<file path="config.mk">
export PLATFORM = sky130hd
export DESIGN_NAME = crsf_top
export DESIGN_NICKNAME = d
export VERILOG_FILES = /design/src/logic/crsf_pkg.sv /design/src/logic/crsf_errcnt.sv /design/src/logic/crsf_idmatch.sv /design/src/logic/crsf_top.sv
export SDC_FILE = /design/constraint.sdc
export NUM_CORES = 1
export LEC_CHECK = 0
export ABC_AREA = 1
export BUFFER_PORTS_ARGS = -buffer_cell sky130_fd_sc_hd__buf_2
export CAP_MARGIN = 20
export CORE_ASPECT_RATIO = 0.9
export CORE_MARGIN = 2
export CORE_UTILIZATION = 39
export CTS_CLUSTER_DIAMETER = 120
export DETAILED_ROUTE_END_ITERATION = 6
export GPL_TIMING_DRIVEN = 0
export PLACE_DENSITY = 0.57
export SYNTH_ARGS = -nofsm -noshare
export SYNTH_HDL_FRONTEND = slang
export SYNTH_HIERARCHICAL = 1
export SYNTH_SLANG_ARGS = --single-unit
</file>
<file path="constraint.sdc">
create_clock -name sys_clk -period 2.3 [get_ports sys_clk]
set_input_delay 0.46 -clock sys_clk [delete_from_list [all_inputs] [get_ports sys_clk]]
set_output_delay 0.46 -clock sys_clk [all_outputs]
set_load 0.02 [all_outputs]
</file>
<file path="src/logic/crsf_pkg.sv">
package crsf_pkg;

	// ------------------------------------------------------------
	// register offsets (byte addresses, one word each)
	// ------------------------------------------------------------
	localparam logic [7:0] CRSF_ADDR_RXERR   = 8'h00;
	localparam logic [7:0] CRSF_ADDR_TXERR   = 8'h04;
	localparam logic [7:0] CRSF_ADDR_OVWR    = 8'h08;
	localparam logic [7:0] CRSF_ADDR_MASKLO  = 8'h0C;
	localparam logic [7:0] CRSF_ADDR_MASKHI  = 8'h10;
	localparam logic [7:0] CRSF_ADDR_PEND    = 8'h14;
	localparam logic [7:0] CRSF_ADDR_IRQSTAT = 8'h18;
	localparam logic [7:0] CRSF_ADDR_IRQMASK = 8'h1C;

	// ------------------------------------------------------------
	// field layouts and reset values
	// ------------------------------------------------------------
	localparam logic [15:0] CRSF_MASKHI_WMASK = 16'hE3FF;
	localparam logic [15:0] CRSF_RST_ZERO16   = 16'h0000;
	localparam logic [7:0]  CRSF_RST_ZERO8    = 8'h00;
	localparam logic [7:0]  CRSF_CNT_MAX      = 8'hFF;
	localparam logic [8:0]  CRSF_TX_BUSOFF    = 9'h100;
	localparam logic [7:0]  CRSF_RX_PASSIVE   = 8'h80;
	localparam logic [7:0]  CRSF_RX_RESTART   = 8'h78;
	localparam logic        CRSF_IRQMASK_RST  = 1'b1;

	// ------------------------------------------------------------
	// fault confinement steps
	// ------------------------------------------------------------
	localparam logic [7:0] CRSF_STEP_ONE   = 8'h01;
	localparam logic [7:0] CRSF_STEP_EIGHT = 8'h08;

	// error counter event codes
	typedef enum logic [2:0] {
		CRSF_EV_NONE    = 3'h0,
		CRSF_EV_RX_ERR  = 3'h1,
		CRSF_EV_RX_ERR8 = 3'h2,
		CRSF_EV_RX_OK   = 3'h3,
		CRSF_EV_TX_ERR8 = 3'h4,
		CRSF_EV_TX_OK   = 3'h5,
		CRSF_EV_BUS_REC = 3'h6
	} crsf_ev_t;

	// saturating add on an 8-bit count
	function automatic logic [7:0] crsf_sat_add(input logic [7:0] a,
		input logic [7:0] b);
		logic [8:0] s;
		s = {1'b0, a} + {1'b0, b};
		crsf_sat_add = s[8] ? CRSF_CNT_MAX : s[7:0];
	endfunction

	// floor-at-zero subtract on an 8-bit count
	function automatic logic [7:0] crsf_sat_sub(input logic [7:0] a,
		input logic [7:0] b);
		crsf_sat_sub = (a > b) ? (a - b) : CRSF_RST_ZERO8;
	endfunction

	// swap bytes: documented words place mailbox/id 7..0 in the top byte
	function automatic logic [15:0] crsf_swap(input logic [15:0] v);
		crsf_swap = {v[7:0], v[15:8]};
	endfunction

endpackage

</file>
<file path="src/logic/crsf_errcnt.sv">
`timescale 1ns/1ps
// one fault confinement counter, saturating at both ends
module crsf_errcnt
	import crsf_pkg::*;
(
	input  wire logic       sys_clk,  // module clock
	input  wire logic       rstn,     // async reset, active low
	input  wire logic       inc_en,   // add step this cycle
	input  wire logic [7:0] inc_step, // amount to add
	input  wire logic       dec_en,   // subtract one this cycle
	input  wire logic       clr_en,   // force to zero
	input  wire logic       set_en,   // load set_val
	input  wire logic [7:0] set_val,  // value for set_en
	output logic      [7:0] count     // current count
);

	logic [7:0] cnt_r;
	logic [7:0] cnt_nxt;

	// clear beats load beats increment beats decrement
	assign cnt_nxt = clr_en ? CRSF_RST_ZERO8 :
		set_en ? set_val :
		inc_en ? crsf_sat_add(cnt_r, inc_step) :
		dec_en ? crsf_sat_sub(cnt_r, CRSF_STEP_ONE) : cnt_r;

	// count register
	always_ff @(posedge sys_clk or negedge rstn) begin
		if (!rstn)
			cnt_r <= CRSF_RST_ZERO8;
		else
			cnt_r <= cnt_nxt;
	end

	assign count = cnt_r;

endmodule // crsf_errcnt

</file>
<file path="src/logic/crsf_idmatch.sv">
`timescale 1ns/1ps
// mailbox 0 identifier comparator with per-bit don't-care masks
module crsf_idmatch
	import crsf_pkg::*;
(
	input  wire logic [28:0] rx_id,    // received identifier
	input  wire logic [28:0] mb0_id,   // mailbox 0 identifier
	input  wire logic [15:0] mask_lo,  // low mask word
	input  wire logic [15:0] mask_hi,  // high mask word
	output logic             hit       // identifier accepted
);

	logic [15:0] lo_sw;
	logic [15:0] hi_sw;
	logic [28:0] care;

	// reorder mask words into identifier bit order
	assign lo_sw = crsf_swap(mask_lo);
	assign hi_sw = crsf_swap(mask_hi);
	assign care  = ~{hi_sw[15:8], hi_sw[7:5], hi_sw[1:0], lo_sw};
	assign hit   = ~|((rx_id ^ mb0_id) & care);

endmodule // crsf_idmatch

</file>
<file path="src/logic/crsf_top.sv">
// The register addresses and the strobed register port were left to the implementer.
`timescale 1ns/1ps
// What this block does
// readable receive error count, not writable
// readable transmit error count, not writable
// overwrite flag set on store while pending
// newer message replaces stored unread one
// overwrite flag cleared only by writing one
// status bytes swapped: top byte mailboxes 7..0
// masks apply only to mailbox 0 acceptance
// low mask word maps id 7..0, 15..8
// high mask word maps id 20..16, 28..21
// high mask bits 12..10 read zero
// pending flag set at reception end
// overwrite raises unread interrupt source, maskable
// standard error steps, saturating eight-bit counts
module crsf_top
	import crsf_pkg::*;
(
	input  wire logic        sys_clk,      // 200 MHz module clock
	input  wire logic        rstn,         // async reset, active low
	input  wire logic [7:0]  reg_addr,     // register byte address
	input  wire logic [15:0] reg_wdata,    // write data
	input  wire logic        reg_wr,       // write strobe
	input  wire logic        reg_rd,       // read strobe
	output logic      [15:0] reg_rdata,    // read data, cycle after rd
	input  wire logic        rx_end,       // reception end pulse
	input  wire logic [3:0]  rx_mbox,      // target mailbox of rx_end
	input  wire logic [28:0] rx_id,        // identifier being received
	input  wire logic [28:0] mb0_id,       // mailbox 0 identifier
	output logic             mb0_accept,   // mailbox 0 filter hit
	output logic             store_en,     // write message into ram
	output logic [3:0]       store_mbox,   // mailbox being written
	input  wire logic [15:0] pend_clr,     // pending clear by reader
	output logic [15:0]      pend_flags,   // receive pending flags
	input  wire logic [2:0]  err_event,    // fault confinement event
	output logic             err_passive,  // either count at 128+
	output logic             bus_off,      // transmit step of eight would pass 255
	output logic             irq           // unread (overwrite) interrupt line
);

	// ------------------------------------------------------------
	// registers
	// ------------------------------------------------------------
	logic [15:0] ovwr_r;
	logic [15:0] ovwr_nxt;
	logic [15:0] mask_lo_r;
	logic [15:0] mask_hi_r;
	logic [15:0] pend_r;
	logic [15:0] pend_nxt;
	logic        unread_src_r;
	logic        unread_src_nxt;
	logic        unread_mask_r;
	logic [15:0] rdata_r;
	logic [15:0] rdata_nxt;
	logic        store_en_r;
	logic [3:0]  store_mbox_r;
	logic        accept_r;
	logic        passive_r;
	logic        busoff_r;
	logic        irq_r;

	// ------------------------------------------------------------
	// decode
	// ------------------------------------------------------------
	logic        wr_ovwr;
	logic        wr_masklo;
	logic        wr_maskhi;
	logic        wr_irqmask;
	logic        wr_irqstat;
	logic        rd_irqstat;
	logic [15:0] rx_onehot;
	logic [15:0] ovwr_event;
	logic [15:0] ovwr_clr;
	logic        id_hit;
	logic [7:0]  rx_cnt;
	logic [7:0]  tx_cnt;
	crsf_ev_t    ev;

	assign wr_ovwr    = reg_wr && (reg_addr == CRSF_ADDR_OVWR);
	assign wr_masklo  = reg_wr && (reg_addr == CRSF_ADDR_MASKLO);
	assign wr_maskhi  = reg_wr && (reg_addr == CRSF_ADDR_MASKHI);
	assign wr_irqmask = reg_wr && (reg_addr == CRSF_ADDR_IRQMASK);
	assign wr_irqstat = reg_wr && (reg_addr == CRSF_ADDR_IRQSTAT);
	assign rd_irqstat = reg_rd && (reg_addr == CRSF_ADDR_IRQSTAT);
	assign ev         = crsf_ev_t'(err_event);

	// ------------------------------------------------------------
	// receive pending and overwrite detection
	// ------------------------------------------------------------
	assign rx_onehot  = rx_end ? (16'h0001 << rx_mbox) : CRSF_RST_ZERO16;
	assign ovwr_event = rx_onehot & pend_r;
	// clear word already stands in status order, no reorder
	assign ovwr_clr   = wr_ovwr ? reg_wdata : CRSF_RST_ZERO16;
	// set wins over a clear; events swapped into status order
	assign ovwr_nxt   = (ovwr_r & ~ovwr_clr) | crsf_swap(ovwr_event);
	assign pend_nxt   = (pend_r & ~pend_clr) | rx_onehot;
	// interrupt source: sticky, cleared by reading or writing one
	assign unread_src_nxt = (|ovwr_event) ||
		(unread_src_r && !rd_irqstat &&
		!(wr_irqstat && reg_wdata[0]));

	// identifier comparator for mailbox 0
	crsf_idmatch u_idmatch (
		.rx_id   (rx_id),
		.mb0_id  (mb0_id),
		.mask_lo (mask_lo_r),
		.mask_hi (mask_hi_r),
		.hit     (id_hit)
	);

	// flag registers
	always_ff @(posedge sys_clk or negedge rstn) begin
		if (!rstn) begin
			ovwr_r       <= CRSF_RST_ZERO16;
			pend_r       <= CRSF_RST_ZERO16;
			unread_src_r <= 1'b0;
		end else begin
			ovwr_r       <= ovwr_nxt;
			pend_r       <= pend_nxt;
			unread_src_r <= unread_src_nxt;
		end
	end

	// mask registers
	always_ff @(posedge sys_clk or negedge rstn) begin
		if (!rstn) begin
			mask_lo_r     <= CRSF_RST_ZERO16;
			mask_hi_r     <= CRSF_RST_ZERO16;
			unread_mask_r <= CRSF_IRQMASK_RST;
		end else begin
			if (wr_masklo)
				mask_lo_r <= reg_wdata;
			if (wr_maskhi)
				mask_hi_r <= reg_wdata & CRSF_MASKHI_WMASK;
			if (wr_irqmask)
				unread_mask_r <= reg_wdata[0];
		end
	end

	// store always overwrites: no preservation of unread data
	always_ff @(posedge sys_clk or negedge rstn) begin
		if (!rstn) begin
			store_en_r   <= 1'b0;
			store_mbox_r <= 4'h0;
			accept_r     <= 1'b0;
		end else begin
			store_en_r   <= rx_end;
			store_mbox_r <= rx_mbox;
			accept_r     <= id_hit;
		end
	end

	// ------------------------------------------------------------
	// fault confinement counters
	// ------------------------------------------------------------
	logic       rx_inc;
	logic [7:0] rx_step;
	logic       rx_dec;
	logic       rx_set;
	logic       tx_inc;
	logic       tx_dec;
	logic       bus_rec;
	logic [8:0] tx_sum;
	logic       tx_wrap;

	assign rx_inc  = (ev == CRSF_EV_RX_ERR) || (ev == CRSF_EV_RX_ERR8);
	assign rx_step = (ev == CRSF_EV_RX_ERR8) ? CRSF_STEP_EIGHT
		: CRSF_STEP_ONE;
	// success above passive limit drops into 119..127
	assign rx_set  = (ev == CRSF_EV_RX_OK) && (rx_cnt > CRSF_RX_PASSIVE);
	assign rx_dec  = (ev == CRSF_EV_RX_OK);
	assign tx_inc  = (ev == CRSF_EV_TX_ERR8);
	assign tx_dec  = (ev == CRSF_EV_TX_OK);
	assign bus_rec = (ev == CRSF_EV_BUS_REC);
	assign tx_sum  = {1'b0, tx_cnt} + {1'b0, CRSF_STEP_EIGHT};
	assign tx_wrap = tx_inc && (tx_sum >= CRSF_TX_BUSOFF);

	crsf_errcnt u_rxcnt (
		.sys_clk  (sys_clk),
		.rstn     (rstn),
		.inc_en   (rx_inc),
		.inc_step (rx_step),
		.dec_en   (rx_dec),
		.clr_en   (bus_rec),
		.set_en   (rx_set),
		.set_val  (CRSF_RX_RESTART),
		.count    (rx_cnt)
	);

	crsf_errcnt u_txcnt (
		.sys_clk  (sys_clk),
		.rstn     (rstn),
		.inc_en   (tx_inc),
		.inc_step (CRSF_STEP_EIGHT),
		.dec_en   (tx_dec),
		.clr_en   (bus_rec),
		.set_en   (1'b0),
		.set_val  (CRSF_RST_ZERO8),
		.count    (tx_cnt)
	);

	// bus-off and passive status
	always_ff @(posedge sys_clk or negedge rstn) begin
		if (!rstn) begin
			busoff_r  <= 1'b0;
			passive_r <= 1'b0;
		end else begin
			busoff_r  <= bus_rec ? 1'b0 : (busoff_r || tx_wrap);
			passive_r <= (rx_cnt >= CRSF_RX_PASSIVE) ||
				(tx_cnt >= CRSF_RX_PASSIVE);
		end
	end

	// ------------------------------------------------------------
	// read mux, unmapped reads return zero
	// ------------------------------------------------------------
	always_comb begin
		rdata_nxt = CRSF_RST_ZERO16;
		if (reg_rd) begin
			unique case (reg_addr)
				CRSF_ADDR_RXERR:   rdata_nxt = {8'h00, rx_cnt};
				CRSF_ADDR_TXERR:   rdata_nxt = {8'h00, tx_cnt};
				CRSF_ADDR_OVWR:    rdata_nxt = ovwr_r;
				CRSF_ADDR_MASKLO:  rdata_nxt = mask_lo_r;
				CRSF_ADDR_MASKHI:  rdata_nxt = mask_hi_r;
				CRSF_ADDR_PEND:    rdata_nxt = pend_r;
				CRSF_ADDR_IRQSTAT: rdata_nxt = {15'h0000, unread_src_r};
				CRSF_ADDR_IRQMASK: rdata_nxt = {15'h0000, unread_mask_r};
				default:           rdata_nxt = CRSF_RST_ZERO16;
			endcase
		end
	end

	// read data and interrupt output
	always_ff @(posedge sys_clk or negedge rstn) begin
		if (!rstn) begin
			rdata_r <= CRSF_RST_ZERO16;
			irq_r   <= 1'b0;
		end else begin
			rdata_r <= rdata_nxt;
			irq_r   <= unread_src_nxt && !unread_mask_r;
		end
	end

	assign reg_rdata   = rdata_r;
	assign mb0_accept  = accept_r;
	assign store_en    = store_en_r;
	assign store_mbox  = store_mbox_r;
	assign pend_flags  = pend_r;
	assign err_passive = passive_r;
	assign bus_off     = busoff_r;
	assign irq         = irq_r;

	// ------------------------------------------------------------
	// checks
	// ------------------------------------------------------------
	a_ovwr_set: assert property (@(posedge sys_clk) disable iff (!rstn)
		(rx_end && pend_r[rx_mbox]) |=> (ovwr_r != CRSF_RST_ZERO16))
		else $error("overwrite flag not set");
	a_ovwr_hold: assert property (@(posedge sys_clk) disable iff (!rstn)
		(!wr_ovwr && !rx_end) |=> ($past(ovwr_r) == ovwr_r))
		else $error("overwrite flag changed without cause");
	a_pend_set: assert property (@(posedge sys_clk) disable iff (!rstn)
		rx_end |=> pend_r[$past(rx_mbox)])
		else $error("pending flag not set at reception end");
	a_store_follow: assert property (@(posedge sys_clk) disable iff (!rstn)
		rx_end |=> store_en)
		else $error("newer message not stored");
	a_maskhi_rsvd: assert property (@(posedge sys_clk) disable iff (!rstn)
		mask_hi_r[12:10] == 3'h0)
		else $error("reserved mask bits set");
	a_irq_masked: assert property (@(posedge sys_clk) disable iff (!rstn)
		unread_mask_r |=> !irq)
		else $error("masked interrupt asserted");
	a_irq_raise: assert property (@(posedge sys_clk) disable iff (!rstn)
		(|ovwr_event && !unread_mask_r) |=> irq)
		else $error("overwrite did not raise interrupt");
	a_rx_sat: assert property (@(posedge sys_clk) disable iff (!rstn)
		(rx_cnt == CRSF_CNT_MAX && rx_inc && !bus_rec) |=>
		(rx_cnt == CRSF_CNT_MAX))
		else $error("receive count wrapped");
	a_tx_read: assert property (@(posedge sys_clk) disable iff (!rstn)
		(reg_rd && reg_addr == CRSF_ADDR_TXERR) |=>
		(reg_rdata == {8'h00, $past(tx_cnt)}))
		else $error("transmit count read mismatch");

	// overwrite status flags and stored mailbox
	a_ovwr_clear: assert property (@(posedge sys_clk) disable iff (!rstn)
		(wr_ovwr && !rx_end) |=>
		((ovwr_r & $past(reg_wdata)) == CRSF_RST_ZERO16))
		else $error("overwrite flag not cleared by a one");
	a_ovwr_keep: assert property (@(posedge sys_clk) disable iff (!rstn)
		wr_ovwr |=> (($past(ovwr_r) & ~$past(reg_wdata) & ~ovwr_r)
		== CRSF_RST_ZERO16))
		else $error("overwrite flag lost on a zero write");
	a_ovwr_nofalse: assert property (@(posedge sys_clk) disable iff (!rstn)
		(rx_end && !pend_r[rx_mbox] && !wr_ovwr) |=> $stable(ovwr_r))
		else $error("overwrite flag set without pending message");
	a_ovwr_read: assert property (@(posedge sys_clk) disable iff (!rstn)
		(reg_rd && reg_addr == CRSF_ADDR_OVWR) |=>
		(reg_rdata == $past(ovwr_r)))
		else $error("overwrite status read mismatch");
	a_store_mbox: assert property (@(posedge sys_clk) disable iff (!rstn)
		rx_end |=> (store_mbox == $past(rx_mbox)))
		else $error("stored mailbox number wrong");

	// unread interrupt source and line
	a_irq_source: assert property (@(posedge sys_clk) disable iff (!rstn)
		(|ovwr_event) |=> unread_src_r)
		else $error("overwrite did not set unread source");
	a_irq_level: assert property (@(posedge sys_clk) disable iff (!rstn)
		irq |-> unread_src_r)
		else $error("interrupt without unread source");

	// mask words
	a_masklo_wr: assert property (@(posedge sys_clk) disable iff (!rstn)
		wr_masklo |=> (mask_lo_r == $past(reg_wdata)))
		else $error("low mask word not written");
	a_maskhi_read: assert property (@(posedge sys_clk) disable iff (!rstn)
		(reg_rd && reg_addr == CRSF_ADDR_MASKHI) |=>
		(reg_rdata[12:10] == 3'h0))
		else $error("reserved mask bits read nonzero");

	// error counts
	a_rx_read: assert property (@(posedge sys_clk) disable iff (!rstn)
		(reg_rd && reg_addr == CRSF_ADDR_RXERR) |=>
		(reg_rdata == {8'h00, $past(rx_cnt)}))
		else $error("receive count read mismatch");
	a_rx_nowrite: assert property (@(posedge sys_clk) disable iff (!rstn)
		(reg_wr && ev == CRSF_EV_NONE) |=> $stable(rx_cnt))
		else $error("receive count changed by a write");
	a_tx_nowrite: assert property (@(posedge sys_clk) disable iff (!rstn)
		(reg_wr && ev == CRSF_EV_NONE) |=> $stable(tx_cnt))
		else $error("transmit count changed by a write");
	a_rx_restart: assert property (@(posedge sys_clk) disable iff (!rstn)
		(ev == CRSF_EV_RX_OK && rx_cnt > CRSF_RX_PASSIVE) |=>
		(rx_cnt == CRSF_RX_RESTART))
		else $error("receive count not reloaded above passive");
	a_tx_sat: assert property (@(posedge sys_clk) disable iff (!rstn)
		(tx_cnt == CRSF_CNT_MAX && tx_inc) |=> (tx_cnt == CRSF_CNT_MAX))
		else $error("transmit count wrapped");
	a_busoff_set: assert property (@(posedge sys_clk) disable iff (!rstn)
		tx_wrap |=> bus_off)
		else $error("bus off not flagged");
	a_bus_rec: assert property (@(posedge sys_clk) disable iff (!rstn)
		bus_rec |=> (rx_cnt == CRSF_RST_ZERO8 &&
		tx_cnt == CRSF_RST_ZERO8 && !bus_off))
		else $error("recovery did not clear counts");

endmodule // crsf_top

</file>
==> results.cfg <==
[yosys]
yosysTopAreaCell = dfrtp_1
synth_seq_area_share_pct = 36.6
syn_area_um2 = 7110
ys_top_cells_by_count = nand2_1, inv_1, nor2_1
yosysTopAreaCellShare_pct = 36.3
synth_ff_type = dfrtp_1
synth.area.top_cells = dfrtp_1, nand2_1, inv_1
synth-seq-cells = 104
post-synth-top-count-cell = nand2_1
synth_cell_types = 42
postSynthAreaPerCell_um2 = 6.58
synth-edff-count = 0
yosysWarnings = 6
syn_inst = 1080
async_reset_ff_share_pct = 100

[clock_network]
cts_max_level = 3
cts_tree = yes
clock-sinks = 104
numCtsBuffers = 9
root_buffer = clkbuf_16
cts.reportedPaths.clkPinSlew_ns = 0.08
clk_path_buf_depth = 2
clk_latency_ns = 0.36

[route]
dr.pass1.iters = 4
drc = 0
ant_nets = 0
wirelength_um = 21300
first_iter_violations = 598
via_per_inst = 4.61
avgRoutedWirePerCell_um = 14.0
vias = 7001

[floorplanning]
dieHeight_um = 132
die_x_um = 146
die_area_um2 = 19300
io_pins = 151
core_area_um2 = 17700
core.rowCount = 46
initial_core_util_pct = 40.1

[timing]
finalSetupViolCount = 0
rsz0062_at_grt = no
timing.slew.headroom_pct = 51.6
worst_slew_pin_slew_ns = 0.720
final.min_clock_period_ns = 2.10
drv_slew = 0
post-route-period-util_pct = 91.2
skew_ns = 0.0135
fmax_mhz = 477
setup_tns_ns = 0
hold_violations = 0
finalWorstSetupSlack_ns = 0.203

[power]
internal-power_mw = 3.76
seqPwrFrac_pct = 38.1
ir_worst_vdd_uv = 407
clock_power_share_pct = 29.0
switchingPower_mw = 2.30
pwr_density_cell_nw_per_um2 = 700
p_comb_share_pct = 32.9
switching_share_pct = 37.9
p_leak_nw = 5.00

[placement]
post-place-ws_ns = -0.256
hpwlAfterDp_um = 17000
dpl-instance-area_um2 = 8300
gp_congestion = 0.882
portBuffers = 150

[worst_setup_path]
cp_slowest_cell = fa_2
cp-start-kind = input port
crit_top_cell = nand2_1
critPathTopFamily = simple AND/OR/NAND/NOR gates
crit_path_max_incr_delay_ns = 0.35
crit_required_ns = 2.54
critPathBufInv = 3
crit_fanout = 8
crit_chain = buf_2 -> inv_1 -> nand2_1 -> nor2_2 -> inv_1 -> ha_1 -> fa_2 -> nand2_1 -> nand2_2 -> nand3_2 -> nand2_2 -> nor2_4 -> nand2_1 -> nand2_1 -> nand2_1 -> nand2_1 -> o21ai_1
worst_setup_path_end_kind = flop
critical_path_class = input port to flop
crit_arrival_ns = 2.34

[global_route]
met1_usage_pct = 35.1
grt_pass1_wl_um = 34500
grt_usage_pct = 22.5
antenna_found_initial = 0
grt.busiest_layer = met1
met2_usage_pct = 32.5
grt_max_degree = 66
grt_overflow_total = 0
grtUsageMet3_pct = 3.22
grt_pass1_vias = 6556

[layout]
drive_gt1_share_pct = 19.5
diodes = 0
nets = 1406
final_core_util_pct = 48.9
area_delta_synth_final_pct = 21.9
final_area_um2 = 8660
fill_cells = 1859

[hold_path]
hold_class = input port to asynchronous set/reset pin

[job]
drv_cap = 0

[run_status]
status = completed
cells by family (layout without fill, tap and decap cells):
| logic type | Yosys count | after routing | synth area share [%] |
|---|---|---|---|
| AO/OA/AOI/OAI | 100 | 100 | 7.99 |
| XOR/XNOR | 7 | 7 | 0.863 |
| adder cells (fa/ha/maj) | 22 | 22 | 4.08 |
| buffers and inverters | 190 | 358 | 10.9 |
| flip-flops | 104 | 104 | 36.6 |
| multiplexers | 3 | 3 | 0.634 |
| other | 2 | 33 | 0.106 |
| AND/OR/NAND/NOR | 652 | 652 | 38.8 |
power by group through the flow:
stage | sequential (mW) | combinational, mW | clock [mW]
floorplan | 2.26 | 1.44 | 0
detailed placement | 2.34 | 1.95 | 0
global placement | 2.34 | 1.92 | 0
finish | 2.31 | 2.00 | 1.76
global route | 2.34 | 2.33 | 1.85
CTS | 2.31 | 1.96 | 1.78
cell usage in the layout, fill, tap and decap left out, types with 15 or more instances in the layout:
master / instances
conb_1: 33
inv_2: 18
nand2_1: 390
inv_1: 148
o21ai_0: 38
buf_2: 155
nor3_1: 15
nand3_1: 78
ha_1: 20
o21ai_1: 28
dfrtp_1: 103
nor2_1: 120
path summary, 6_finish.rpt:
check | start | endpoint | slack, ns | cells after the start
max in group asynchronous | rstn | unread_mask_r$_DFFE_PN1P_ | 1.46 | 2
worst max-delay path | err_event[0] | u_rxcnt/count[2]$_DFFE_PN0P_ | 0.20 | 17
worst max register to register | u_rxcnt/count[6]$_DFFE_PN0P_ | u_rxcnt/count[0]$_DFFE_PN0P_ | 0.23 | 10
worst min register to register | ovwr_r[12]$_DFF_PN0_ | ovwr_r[12]$_DFF_PN0_ | 0.48 | 2
min in group sys_clk | rx_mbox[2] | store_mbox[2]$_DFF_PN0_ | 0.21 | 1
worst min-delay path | rstn | mask_lo_r[9]$_DFFE_PN0P_ | 0.09 | 1
metrics by stage:
stage               power, mW  instances  hold slack, ns
finish                   6.07       1519          0.0853
global route             6.52       1519           0.124
CTS                      6.05       1518          0.0941
detailed placement       4.29       1502           0.461
global placement         4.26       1501           0.458
floorplan                3.70       1111           0.164
worst reg2reg max path, cell delays in order, from the launching register on:
cell and delay [ns]:
dfrtp_1 0.49, nor4_1 0.31, a21oi_1 0.12, inv_2 0.14, nand3_1 0.27, inv_1 0.22, nor2_1 0.07, inv_2 0.15
nor2_1 0.07, nand2_1 0.06, o21ai_1 0.06
layer usage:
layer  share of wire (%)  wire [µm]
met1                  53      11300
met3                 5.3       1120
met4                 1.5        326
met5                   0          0
met2                  40       8600
state kept, by name, indices dropped and copies added (netlist names), 4 cells and up:
register,flops
u_rxcnt/count,8
mask_hi_r,13
ovwr_r,16
mask_lo_r,16
u_txcnt/count,8
store_mbox,4
pend_flags,16
reg_rdata,16
repair_timing:
item | 4_1_cts | 5_1_grt
buffers inserted | 0 | 1
hold buffers | 0 | 0
gates resized for setup | 0 | 4
setup endpoints to repair | 0 | 8
cell type report:
class,count,area [µm²],share of cell area [%]
repair buffers,152,788,9.10
multi-input cells,817,3860,44.5
clock inverters,7,114,1.31
inverters,175,659,7.61
plain buffers,15,116,1.34
well taps,240,300,3.47
clock buffers,9,225,2.60
flip-flops and latches,104,2600,30.1
(Power assumes the default switching activity.)
